### src/logic/rxo_regs.svh
// Purpose: constants of the receive output stage
// Assumes: included by its bare name
// Notes:   word fields are bit positions in the buffered word
`ifndef RXO_REGS_SVH
`define RXO_REGS_SVH
`define RXO_CHAR_W         10
`define RXO_WORD_W         15
`define RXO_FIFO_DEPTH     8
`define RXO_F_HIT          10
`define RXO_F_OK           11
`define RXO_F_CMD          12
`define RXO_F_LAST         13
`define RXO_F_D00          14
`define RXO_ERR_LIMIT      5'h10
`define RXO_RECENTER_CHARS 4'h9
`define RXO_CLK_MHZ        20
`define RXO_STRETCH_NS     100
`define RXO_STRETCH_CYC    ((`RXO_STRETCH_NS * `RXO_CLK_MHZ + 999) / 1000)
`endif

### src/logic/rxo_pkg.sv
// Purpose: types of the receive output stage
// Assumes: nothing
// Notes:   state codes equal the shown status {flag, bit0, bit1}
package rxo_pkg;
  typedef enum logic [2:0] {
    rxo_st_data  = 3'b000,
    rxo_st_cmd   = 3'b001,
    rxo_st_good  = 3'b010,
    rxo_st_bad   = 3'b100,
    rxo_st_start = 3'b101,
    rxo_st_err   = 3'b110,
    rxo_st_wait  = 3'b111
  } rxo_st_t;
  typedef enum logic [1:0] {
    rxo_par_low  = 2'b00,
    rxo_par_mid  = 2'b10,
    rxo_par_high = 2'b11
  } rxo_par_t;
endpackage

### src/logic/rxo_channel.sv
// Purpose: receive output stage of one channel
// Assumes: link pins sampled on mclk; data stable around link edge
// Notes:   one instance per receive channel
// Function
// - Twelve output signals: data, flag, parity
// - Framed character sits in output register
// - Flag high only on framing character, outside self-test
// - Low latency half rate stretches clock
// - Other framer half rate shifts pipeline
// - Alignment only while framer enabled
// - Parity is always odd
// - Parity select low floats parity pin
// - Mid select covers ten data bits
// - High select adds the framing flag
// - Parity and flag share output register
// - Self-test shows state on flag, bits
// - Lost lock forces start state
// - Seventeenth net error goes to wait
// - Buffer fault holds start while recentring
// - Last good or bad lasts one character
// - Status codes follow fixed encoding
`timescale 1ns/100ps
`include "rxo_regs.svh"
module rxo_channel
  import rxo_pkg::*;
#(
  parameter int DEPTH = `RXO_FIFO_DEPTH
)(
  input  logic                   mclk,
  input  logic                   reset_n,
  input  logic                   rec_clk,
  input  logic [`RXO_CHAR_W-1:0] char_in,
  input  logic                   frame_hit_in,
  input  logic                   cmp_ok_in,
  input  logic                   cmp_cmd_in,
  input  logic                   cmp_last_in,
  input  logic                   seq_start_in,
  input  logic                   framer_enable,
  input  logic                   framer_mode_sel,
  input  logic                   rx_half_rate_sel,
  input  logic [1:0]             parity_mode_sel,
  input  logic                   selftest_en,
  input  logic                   pll_locked,
  input  logic                   ebuf_fault,
  output logic [`RXO_CHAR_W-1:0] rx_char_bus,
  output logic                   frame_match_flag,
  output logic                   rx_parity_out,
  output logic                   rx_parity_oe,
  output logic                   rx_out_clk_true,
  output logic                   rx_out_clk_comp,
  output logic                   fifo_overrun
);
  localparam int SW = `RXO_WORD_W + 9;
  localparam logic [2:0] STRETCH = 3'(`RXO_STRETCH_CYC);

  logic [SW-1:0]          async_in;
  logic [SW-1:0]          sync1;
  logic [SW-1:0]          sync2;
  logic [`RXO_WORD_W-1:0] word_s;
  logic                   rec_s;
  logic                   rec_q;
  logic                   fe_s;
  logic                   mode_s;
  logic                   half_s;
  logic [1:0]             par_s;
  logic                   sten_s;
  logic                   pll_s;
  logic                   fault_s;
  logic                   rise;
  logic                   f_in_ready;
  logic                   f_valid;
  logic                   f_ready;
  logic [`RXO_WORD_W-1:0] cur;
  logic [`RXO_WORD_W-1:0] dly;
  logic [`RXO_WORD_W-1:0] cand;
  logic                   upd;
  logic                   align;
  logic                   stretch;
  logic                   sel_dly;
  logic                   next_sel;
  logic [2:0]             rise_cnt;
  rxo_st_t                st;
  rxo_st_t                next_st;
  logic [4:0]             diff;
  logic [4:0]             next_diff;
  logic [3:0]             recenter;
  logic [`RXO_CHAR_W-1:0] next_data;
  logic                   next_flag;
  logic                   next_par;
  logic                   upd_q;
  logic                   aln_q;
  logic                   miss_evt;

  // Odd parity bit: a zero bit leaves the result alone
  function automatic logic odd_bit(input logic [`RXO_CHAR_W:0] v);
    odd_bit = ~(^v);
  endfunction

  // Every pin except mclk and reset_n crosses two flops before use
  assign async_in = {seq_start_in, cmp_last_in, cmp_cmd_in, cmp_ok_in,
                     frame_hit_in, char_in, rec_clk, framer_enable,
                     framer_mode_sel, rx_half_rate_sel, parity_mode_sel,
                     selftest_en, pll_locked, ebuf_fault};

  always_ff @(posedge mclk or negedge reset_n)
  begin
    if (!reset_n)
    begin
      sync1 <= '0;
      sync2 <= '0;
    end
    else
    begin
      sync1 <= async_in;
      sync2 <= sync1;
    end
  end

  assign word_s  = sync2[SW-1:9];
  assign rec_s   = sync2[8];
  assign fe_s    = sync2[7];
  assign mode_s  = sync2[6];
  assign half_s  = sync2[5];
  assign par_s   = sync2[4:3];
  assign sten_s  = sync2[2];
  assign pll_s   = sync2[1];
  assign fault_s = sync2[0];

  // Link edge finder, reads only the second stage
  always_ff @(posedge mclk or negedge reset_n)
  begin
    if (!reset_n)
    begin
      rec_q <= 1'b0;
    end
    else
    begin
      rec_q <= rec_s;
    end
  end

  assign rise = rec_s & ~rec_q;

  // Buffer absorbs clock stretching; draining stalls while it runs
  rxo_fifo #(
    .WIDTH (`RXO_WORD_W),
    .DEPTH (DEPTH)
  ) u_fifo (
    .mclk      (mclk),
    .reset_n   (reset_n),
    .in_valid  (rise),
    .in_ready  (f_in_ready),
    .in_data   (word_s),
    .out_valid (f_valid),
    .out_ready (f_ready),
    .out_data  (cur)
  );

  assign f_ready = (rise_cnt == 3'h0);
  assign upd     = f_valid & f_ready;

  // Sticky: a character was lost because the buffer was full
  always_ff @(posedge mclk or negedge reset_n)
  begin
    if (!reset_n)
    begin
      fifo_overrun <= 1'b0;
    end
    else if (rise && !f_in_ready)
    begin
      fifo_overrun <= 1'b1;
    end
  end

  // Boundary choice; fixed whenever the framer is off
  always_comb
  begin
    align    = fe_s & half_s;
    next_sel = align ? sel_dly : 1'b0;
    if (align && mode_s && cur[`RXO_F_HIT])
    begin
      next_sel = rx_out_clk_true;
    end
    cand    = next_sel ? dly : cur;
    stretch = align & ~mode_s & cand[`RXO_F_HIT] & rx_out_clk_true;
  end

  // Output clock: full rate pulses, half rate toggles
  always_ff @(posedge mclk or negedge reset_n)
  begin
    if (!reset_n)
    begin
      rx_out_clk_true <= 1'b0;
      rise_cnt        <= 3'h0;
    end
    else if (upd)
    begin
      if (!half_s)
      begin
        rx_out_clk_true <= 1'b0;
        rise_cnt        <= 3'h1;
      end
      else if (stretch)
      begin
        rx_out_clk_true <= 1'b0;
        rise_cnt        <= STRETCH;
      end
      else
      begin
        rx_out_clk_true <= ~rx_out_clk_true;
      end
    end
    else if (rise_cnt != 3'h0)
    begin
      rise_cnt <= rise_cnt - 3'h1;
      if (rise_cnt == 3'h1)
      begin
        rx_out_clk_true <= 1'b1;
      end
    end
  end

  assign rx_out_clk_comp = ~rx_out_clk_true;

  // Recentring window after a buffer fault
  always_ff @(posedge mclk or negedge reset_n)
  begin
    if (!reset_n)
    begin
      recenter <= 4'h0;
    end
    else if (fault_s)
    begin
      recenter <= `RXO_RECENTER_CHARS;
    end
    else if (upd && recenter != 4'h0)
    begin
      recenter <= recenter - 4'h1;
    end
  end

  // Self-test state, stepped once per character
  always_comb
  begin
    next_st   = st;
    next_diff = diff;
    miss_evt  = 1'b0;
    if (upd)
    begin
      case (st)
        rxo_st_start:
        begin
          next_st = rxo_st_wait;
        end
        rxo_st_wait, rxo_st_good, rxo_st_bad:
        begin
          next_st   = cand[`RXO_F_D00] ? rxo_st_data : rxo_st_wait;
          next_diff = 5'h0;
        end
        default:
        begin
          if (!cand[`RXO_F_OK])
          begin
            miss_evt = 1'b1;
            if (diff >= `RXO_ERR_LIMIT)
            begin
              next_st   = rxo_st_wait;
              next_diff = 5'h0;
            end
            else
            begin
              next_st   = cand[`RXO_F_LAST] ? rxo_st_bad : rxo_st_err;
              next_diff = diff + 5'h1;
            end
          end
          else
          begin
            next_diff = (diff == 5'h0) ? 5'h0 : diff - 5'h1;
            if (cand[`RXO_F_LAST])
            begin
              next_st = rxo_st_good;
            end
            else
            begin
              next_st = cand[`RXO_F_CMD] ? rxo_st_cmd : rxo_st_data;
            end
          end
        end
      endcase
    end
    // Forcing wins over any step, in any state
    if (!sten_s || !pll_s || fault_s || recenter != 4'h0)
    begin
      next_st   = rxo_st_start;
      next_diff = 5'h0;
    end
  end

  // Channel-local state, nothing shared between channels
  always_ff @(posedge mclk or negedge reset_n)
  begin
    if (!reset_n)
    begin
      st   <= rxo_st_start;
      diff <= 5'h0;
    end
    else
    begin
      st   <= next_st;
      diff <= next_diff;
    end
  end

  // Presented values; status replaces flag and two low bits
  always_comb
  begin
    next_data = cand[`RXO_CHAR_W-1:0];
    next_flag = cand[`RXO_F_HIT];
    if (sten_s)
    begin
      next_data[1:0] = {next_st[0], next_st[1]};
      next_flag      = next_st[2];
    end
    next_par = odd_bit({next_flag & (par_s == rxo_par_high), next_data});
  end

  // One output register for data, flag and parity
  always_ff @(posedge mclk or negedge reset_n)
  begin
    if (!reset_n)
    begin
      rx_char_bus      <= '0;
      frame_match_flag <= 1'b0;
      rx_parity_out    <= 1'b1;
      dly              <= '0;
      sel_dly          <= 1'b0;
    end
    else if (upd)
    begin
      rx_char_bus      <= next_data;
      frame_match_flag <= next_flag;
      rx_parity_out    <= next_par;
      dly              <= cur;
      sel_dly          <= next_sel;
    end
  end

  // Pin driver enable; the pad floats when low
  always_ff @(posedge mclk or negedge reset_n)
  begin
    if (!reset_n)
    begin
      rx_parity_oe <= 1'b0;
    end
    else
    begin
      rx_parity_oe <= (par_s != rxo_par_low);
    end
  end

  // Helpers that only the checks read
  always_ff @(posedge mclk or negedge reset_n)
  begin
    if (!reset_n)
    begin
      upd_q <= 1'b0;
      aln_q <= 1'b0;
    end
    else
    begin
      upd_q <= upd;
      aln_q <= upd & align & ~sten_s;
    end
  end
endmodule

### src/logic/rxo_fifo.sv
// Purpose: small word FIFO between link sampling and output register
// Assumes: single clock, valid/ready on both sides
// Notes:   full shows as in_ready low
`timescale 1ns/100ps
module rxo_fifo
#(
  parameter int WIDTH = 15,
  parameter int DEPTH = 8
)(
  input  logic             mclk,
  input  logic             reset_n,
  input  logic             in_valid,
  output logic             in_ready,
  input  logic [WIDTH-1:0] in_data,
  output logic             out_valid,
  input  logic             out_ready,
  output logic [WIDTH-1:0] out_data
);
  localparam int AW = $clog2(DEPTH);

  logic [WIDTH-1:0] mem [DEPTH];
  logic [AW-1:0]    wr_ptr;
  logic [AW-1:0]    rd_ptr;
  logic [AW:0]      count;
  logic             push;
  logic             pop;

  // Wrap works for any depth, not only powers of two
  function automatic logic [AW-1:0] bump(input logic [AW-1:0] p);
    bump = (p == AW'(DEPTH - 1)) ? '0 : AW'(p + 1'b1);
  endfunction

  // Honest flags from the fill count
  assign in_ready  = (count != (AW+1)'(DEPTH));
  assign out_valid = (count != '0);
  assign out_data  = mem[rd_ptr];
  assign push      = in_valid & in_ready;
  assign pop       = out_valid & out_ready;

  // Storage, no reset needed for data
  always_ff @(posedge mclk)
  begin
    if (push)
    begin
      mem[wr_ptr] <= in_data;
    end
  end

  // Pointers and count
  always_ff @(posedge mclk or negedge reset_n)
  begin
    if (!reset_n)
    begin
      wr_ptr <= '0;
      rd_ptr <= '0;
      count  <= '0;
    end
    else
    begin
      if (push)
      begin
        wr_ptr <= bump(wr_ptr);
      end
      if (pop)
      begin
        rd_ptr <= bump(rd_ptr);
      end
      if (push && !pop)
      begin
        count <= count + 1'b1;
      end
      else if (pop && !push)
      begin
        count <= count - 1'b1;
      end
    end
  end
endmodule

### config.mk
export PLATFORM = sky130hd
export DESIGN_NAME = rxo_channel
export DESIGN_NICKNAME = d
export VERILOG_FILES = /design/src/logic/rxo_pkg.sv /design/src/logic/rxo_channel.sv /design/src/logic/rxo_fifo.sv
export VERILOG_INCLUDE_DIRS = /design/src /design/src/logic
export SDC_FILE = /design/constraint.sdc
export NUM_CORES = 1
export LEC_CHECK = 0
export BUFFER_PORTS_ARGS = -buffer_cell sky130_fd_sc_hd__buf_4
export CAP_MARGIN = 20
export CORE_MARGIN = 1.5
export CORE_UTILIZATION = 55
export CTS_CLUSTER_SIZE = 8
export DETAILED_ROUTE_END_ITERATION = 10
export GPL_ROUTABILITY_DRIVEN = 1
export PLACE_DENSITY = 0.73
export SYNTH_ARGS = -nofsm -noshare
export SYNTH_HDL_FRONTEND = slang
export SYNTH_SLANG_ARGS = --single-unit
### constraint.sdc
create_clock -name mclk -period 3.7 [get_ports mclk]
set_input_delay 0.185 -clock mclk [delete_from_list [all_inputs] [get_ports mclk]]
set_output_delay 0.185 -clock mclk [all_outputs]
set_load 0.02 [all_outputs]
=== Yosys cells after proc, flatten, opt, wreduce, memory -nomap -nowiden ===
Memory sizes are Yosys's and may differ from the RTL's.
Cells that the tools add are included.

* $add $sub $neg: 8
* Multipliers: 0
* Divide/modulo/power cells: 0
* $lt $le $gt $ge: 1
* Equality and inequality tests: 11
* Shift operators: 0
* Mux-type cells: 37
* Bitwise operators: 12
* Reduce and logical (&&, ||, !) cells: 30

{| class="wikitable"
|+ Operators with widths
! kind !! number
|-
| 3-bit 2-to-1 mux || 10
|-
| 5-bit 2-to-1 mux || 5
|-
| 4-bit 2-to-1 mux || 4
|-
| 3-bit equality test (second input constant) || 5
|-
| 15-bit 2-to-1 mux || 1
|-
| 2-bit nonzero test || 6
|-
| 1-bit 2-to-1 mux || 11
|-
| 11-bit XOR reduction || 1
|-
| 5-bit one-hot mux with 2 select lines || 1
|-
| 1-bit bitwise AND || 8
|-
| 2-bit 2-to-1 mux || 4
|-
| 4-bit nonzero test || 2
|-
| 4-bit by 1-bit subtractor with 4-bit output (second input constant) || 2
|-
| 3-bit by 1-bit adder with 3-bit output (second input constant) || 2
|-
| 1-bit logical AND || 6
|-
| 3-bit one-hot mux with 2 select lines || 1
|-
| 2-bit AND reduction || 3
|-
| 5-bit by 1-bit adder with 5-bit output (second input constant) || 1
|-
| 5-bit >= comparator (second input constant) || 1
|-
| 1-bit logical NOT || 5
|-
| 5-bit logical NOT || 1
|-
| 5-bit by 1-bit subtractor with 5-bit output (second input constant) || 1
|-
| 4-bit by 1-bit adder with 4-bit output (second input constant) || 1
|-
| 4-bit inequality test (second input constant) || 1
|-
| other kinds (11) || 16
|}

* Bits in registers: 105
* Latch bits: 0
* Memory bits (writable): 120
* Bits in read-only memories: 0
* Bits of input ports: 26
* Output and inout bits: 16
* Memories kept: 1

{| class="wikitable"
|+ Memory list
! name !! words !! bits a word !! rd ports !! clocked after Yosys merged registers in !! write ports !! line !! RTL
|-
| u_fifo.mem || 8 || 15 || 1 || 0 || 1 || rxo_fifo.sv:21 || <nowiki>logic [WIDTH-1:0] mem [DEPTH];</nowiki>
|}

=== Longest topological paths before layout ===
* Word-level depth: 15
* Mapped depth: 15
* Gate-level depth less buffers: 13

=== Modules after synthesis ===
Synthesis repeated with hierarchy kept, for this count alone.

* Cell total of the unflattened synthesis: 603
* Area, all modules: 9,160.0 um^2

{| class="wikitable"
|+ Modules (own cells, without submodules)
! module !! times used !! cells an instance !! area an instance (um^2) !! sequential area each (um^2)
|-
| rxo_fifo || 1 || 237 || 5,260.0 || 3,853.7
|-
| rxo_channel || 1 || 366 || 3,900.0 || 2,381.0
|}

=== Worst setup path after synthesis ===
No wires, ideal clock.

* Path kind: register to register
* Start point: register u_fifo.rd_ptr[0]
* End point: register rx_parity_out
* Arrival time: 2.961 ns
* Data required time: 3.618 ns
* Setup slack: 0.657 ns
* Stages on the path, launching flop included: 13
* Path buffers: 3
* Clock period less this slack: 3.043 ns
* Path through: dfrtp_1 -> buf_6 -> buf_2 -> buf_2 -> mux4_2 -> mux2i_1 -> nor3_1 -> nand4_1 -> o31ai_1 -> o31ai_1 -> xnor2_1 -> xnor3_1 -> mux2_2

* Cells in the longest elaborated chain, start to end: 13

{| class="wikitable"
|+ Ends and longest elaborated chain
! element !! line !! RTL
|-
| start: declaration || rxo_fifo.sv:23 || <nowiki>logic [AW-1:0] rd_ptr;</nowiki>
|-
| start signal: assignment || rxo_fifo.sv:66 || <nowiki>rd_ptr <= bump(rd_ptr);</nowiki>
|-
| memory 8 x 15 bit * || -- ||
|-
| 1-bit logical AND || rxo_channel.sv:180 || <nowiki>if (align && mode_s && cur[`RXO_F_HIT])</nowiki>
|-
| 1-bit 2-to-1 mux || rxo_channel.sv:180 ||
|-
| 15-bit 2-to-1 mux * || rxo_channel.sv:184 || <nowiki>cand = next_sel ? dly : cur;</nowiki>
|-
| 2-bit 2-to-1 mux / 1-bit 2-to-1 mux (equally long branches) || rxo_channel.sv:272, rxo_channel.sv:285 ||
|-
| 2-bit 2-to-1 mux, on equally long branches || rxo_channel.sv:265, rxo_channel.sv:279 ||
|-
| 3-bit 2-to-1 mux || rxo_channel.sv:262 || <nowiki>if (!cand[`RXO_F_OK])</nowiki>
|-
| 3-bit one-hot mux with 2 select lines || rxo_channel.sv:250 || <nowiki>case (st)</nowiki>
|-
| 3-bit 2-to-1 mux || rxo_channel.sv:248 || <nowiki>if (upd)</nowiki>
|-
| 3-bit 2-to-1 mux || rxo_channel.sv:292 || <nowiki>if (!sten_s || !pll_s || fault_s || recenter != 4'h0)</nowiki>
|-
| 2-bit 2-to-1 mux || rxo_channel.sv:319 || <nowiki>if (sten_s)</nowiki>
|-
| 11-bit XOR reduction * || rxo_channel.sv:96 || <nowiki>odd_bit = ~(^v);</nowiki>
|-
| 1-bit NOT * || rxo_channel.sv:96 ||
|-
| end signal: assignment || rxo_channel.sv:342 || <nowiki>rx_parity_out <= next_par;</nowiki>
|-
| end: declaration || rxo_channel.sv:47 || <nowiki>output logic rx_parity_out,</nowiki>
|}

Mark *: on every way between the ends. The rest lies on a longest branch, timed or not.
A chain may end at the register's enable or synchronous reset.

=== Worst setup path in the final report ===
Same ends and word-level chain as after synthesis.

==> impl_metrics.tcl <==
set metrics [dict create \
    status "completed" \
    grt_usage_pct 21.72 \
    ys_async_sr_fraction_pct 46.67 \
    cpPeakStageDelay_ps 520 \
    hpwl_mm 11.05 \
    cp-start-kind "flop" \
    core.rowCount 46 \
    synth_edf_count 120 \
    synth_area_per_cell_um2 14.99 \
    crit_path_cell_trace "mux2_2 -> a2bb2oi_4 -> a31oi_2 -> nor2_2 -> buf_4 -> or4b_4 -> a41oi_2 -> o22a_2 -> xnor3_1 -> mux2_2" \
    drv_cap 0 \
    nets 741 \
    wirelength_mm 17.89 \
    cp_slowest_cell "dfrtp_1" \
    die_x_um 131.5 \
    hold_slack_ps 157.1 \
    area_growth_pct 21.14 \
    yosys_warnings 0 \
    path_buf_inv 1 \
    wire_per_inst_um 18.99 \
    fmax_ghz 0.2987 \
    htree_num_levels 2 \
    core_region_area_um2 16000 \
    crit_type "reg2reg" \
    portBuffers 41 \
    diodes 0 \
    drive_above_1_share_pct 20.25 \
    final.setup.tns_ps 0 \
    drc_errors 0 \
    hp-class "in2async" \
    skew_ps 14.63 \
    place_congestion 0.8441 \
    total_leakage_power_nw 4.374 \
    yosysUniqueCellTypes 61 \
    required_ps 4120 \
    vdd_drop_max_mv 0.5118 \
    grt_pass1_wl_mm 29.21 \
    cts.repair.resized 0 \
    numCtsBuffers 34 \
    dr_total_vias 5290 \
    crit_family "compound AO/OA/AOI/OAI gates" \
    ant_nets 0 \
    place_area_um2 9742 \
    antenna_found_initial 0 \
    worstPathMaxFanout 10 \
    stdcell_count 942 \
    worst_slew_pin_slew_ps 1028 \
    drv_slew 0 \
    slew_headroom_pct 31.41 \
    arrival_ps 3770 \
    grt_overflow 0 \
    vias_per_cell 5.616 \
    clk_latency_ps 510 \
    power.density_nw_per_um2 807.2 \
    grt_pass1_vias 5442 \
    ios 42 \
    synth_seq_cells 225 \
    synth_seq_area_share_pct 68.66 \
    netlist_area_um2 9081 \
    dominantRegCellSynth "edfxtp_1" \
    synthCells 606 \
    grt_max_degree 47 \
    clock-sinks 225 \
    cp-end-kind "flop" \
    initial_core_util_pct 56.76 \
    drt_iter0_markers 500 \
    die_height_um 131.5 \
    crit_top_cell "mux2_2" \
    timing.final.hold_violations 0 \
    cts_max_path_buffers 3 \
    cts-root-buf "clkbuf_16" \
    tritoncts "done" \
    dr.pass1.iters 5 \
    finalSetupViolations 0 \
    syn_nets 647 \
    rsz0062_at_grt "no" \
    dpl.cell_count 855 \
    die_area_um2 17290 \
    period_share_pct 90.47 \
    period_minus_slack_ps 3347 \
    cts.clk_slew.worst_paths_ps 50 \
    final_area_um2 11000 \
]
-- layout make-up --
class | instances | area (um^2)
repair buffers | 80 | 688.2
clock buffers | 58 | 940.9
multi-input cells | 338 | 2720
fillers | 1121 | 5000
well taps | 216 | 270.3
flip-flops and latches | 225 | 6235
clock inverters | 4 | 67.56
inverters | 21 | 78.83
-- synthesized netlist by cell type, types with 2 or more instances --
master | count | share of area [%]
o31ai_1 | 4 | 0.33
a21o_1 | 5 | 0.41
nor3_1 | 13 | 0.72
nor3b_1 | 4 | 0.33
buf_6 | 2 | 0.25
nor2b_1 | 6 | 0.41
xor2_1 | 4 | 0.39
o32ai_1 | 4 | 0.39
dfstp_2 | 3 | 0.87
xnor2_1 | 12 | 1.2
mux4_2 | 22 | 5.5
ha_1 | 14 | 1.9
mux2i_2 | 2 | 0.30
dfrtp_1 | 102 | 28
nand3_1 | 9 | 0.50
clkbuf_1 | 10 | 0.41
nand3b_1 | 3 | 0.25
mux2i_1 | 22 | 2.4
buf_2 | 5 | 0.28
mux4_1 | 3 | 0.87
nand2_1 | 78 | 3.2
buf_1 | 5 | 0.21
nor2_1 | 19 | 0.79
nand4_1 | 5 | 0.34
a31o_2 | 3 | 0.29
a21oi_1 | 14 | 0.77
inv_1 | 21 | 0.87
mux2_2 | 7 | 0.87
o21ai_0 | 42 | 2.3
and3_1 | 2 | 0.14
nand2b_1 | 5 | 0.34
edfxtp_1 | 120 | 40
xnor3_1 | 2 | 0.50
a22o_1 | 7 | 0.68
-- worst paths after layout --
check / start / endpoint / slack [ps] / cells after the start
min in group mclk: seq_start_in / sync1[23] / 330 / 2
worst min-delay path: reset_n / u_fifo.count[0] / 160 / 2
worst min register to register: sync1[0] / sync2[0] / 340 / 0
max in group asynchronous: reset_n / rx_out_clk_true / 2630 / 3
worst max-delay path: u_fifo.rd_ptr[0] / rx_parity_out / 350 / 10
worst max register to register: u_fifo.rd_ptr[0] / rx_parity_out / 350 / 10
-- logic make-up (layout without fill, tap and decap cells) --
logic type | after synthesis | count (layout) | synth area share [%]
flops | 225 | 225 | 68.66
simple gates | 154 | 154 | 8.019
mux | 56 | 56 | 9.920
buf+inv | 43 | 163 | 2.012
xor+xnor | 18 | 18 | 2.039
compound gates | 95 | 95 | 7.206
fa+ha+maj | 15 | 15 | 2.149
-- report_power, final --
part           switching [mW]  internal, mW  leakage (nW)
registers               0.296          3.03          2.34
clock network            1.08          1.74         0.477
logic                    1.40          1.32          1.56
-- layer usage --
metal  share of wire, %  global-route usage (%)  vias up
li1                   -                       -     2451
met1                 43                   29.25     2644
met3                5.5                   4.398       26
met2                 50                   36.43      169
met4                1.7                   5.741        0
met5                  0                       0        -
-- layout by cell type, fill, tap and decap left out, types with 12 or more instances in the layout --
cell           instances
dlygate4sd3_1         25
mux2i_1               22
dfrtp_1              102
clkbuf_16             34
o21ai_0               42
nor2_1                17
edfxtp_1             120
inv_1                 21
xnor2_1               12
nand2_1               78
a21oi_1               14
mux4_2                22
clkbuf_1              24
ha_1                  14
buf_4                 53
-- registers in the layout, summed over array words and instances (netlist names), 3 cells and up --
signal,count
rise_cnt,3
recenter,4
dly,15
u_fifo.mem,120
st,3
u_fifo.count,4
rx_char_bus,10
u_fifo.wr_ptr,3
diff,5
u_fifo.rd_ptr,3
sync2,24
sync1,24
-- through the flow --
step	worst slack (ps)	utilization, %	power, mW
after detailed placement	425.8	60.89	6.064
after global placement	489.5	60.89	5.950
after global routing	204.2	68.75	9.371
after floorplan	656.8	-	5.282
after CTS	348.5	68.75	8.969
final	352.5	68.75	8.880
-- repair_timing --
action,in CTS,in global routing
endpoints found under the hold margin,52,0
hold buffers,25,0
setup buffers,0,0
No activity file was read; power rests on OpenSTA's default activity.
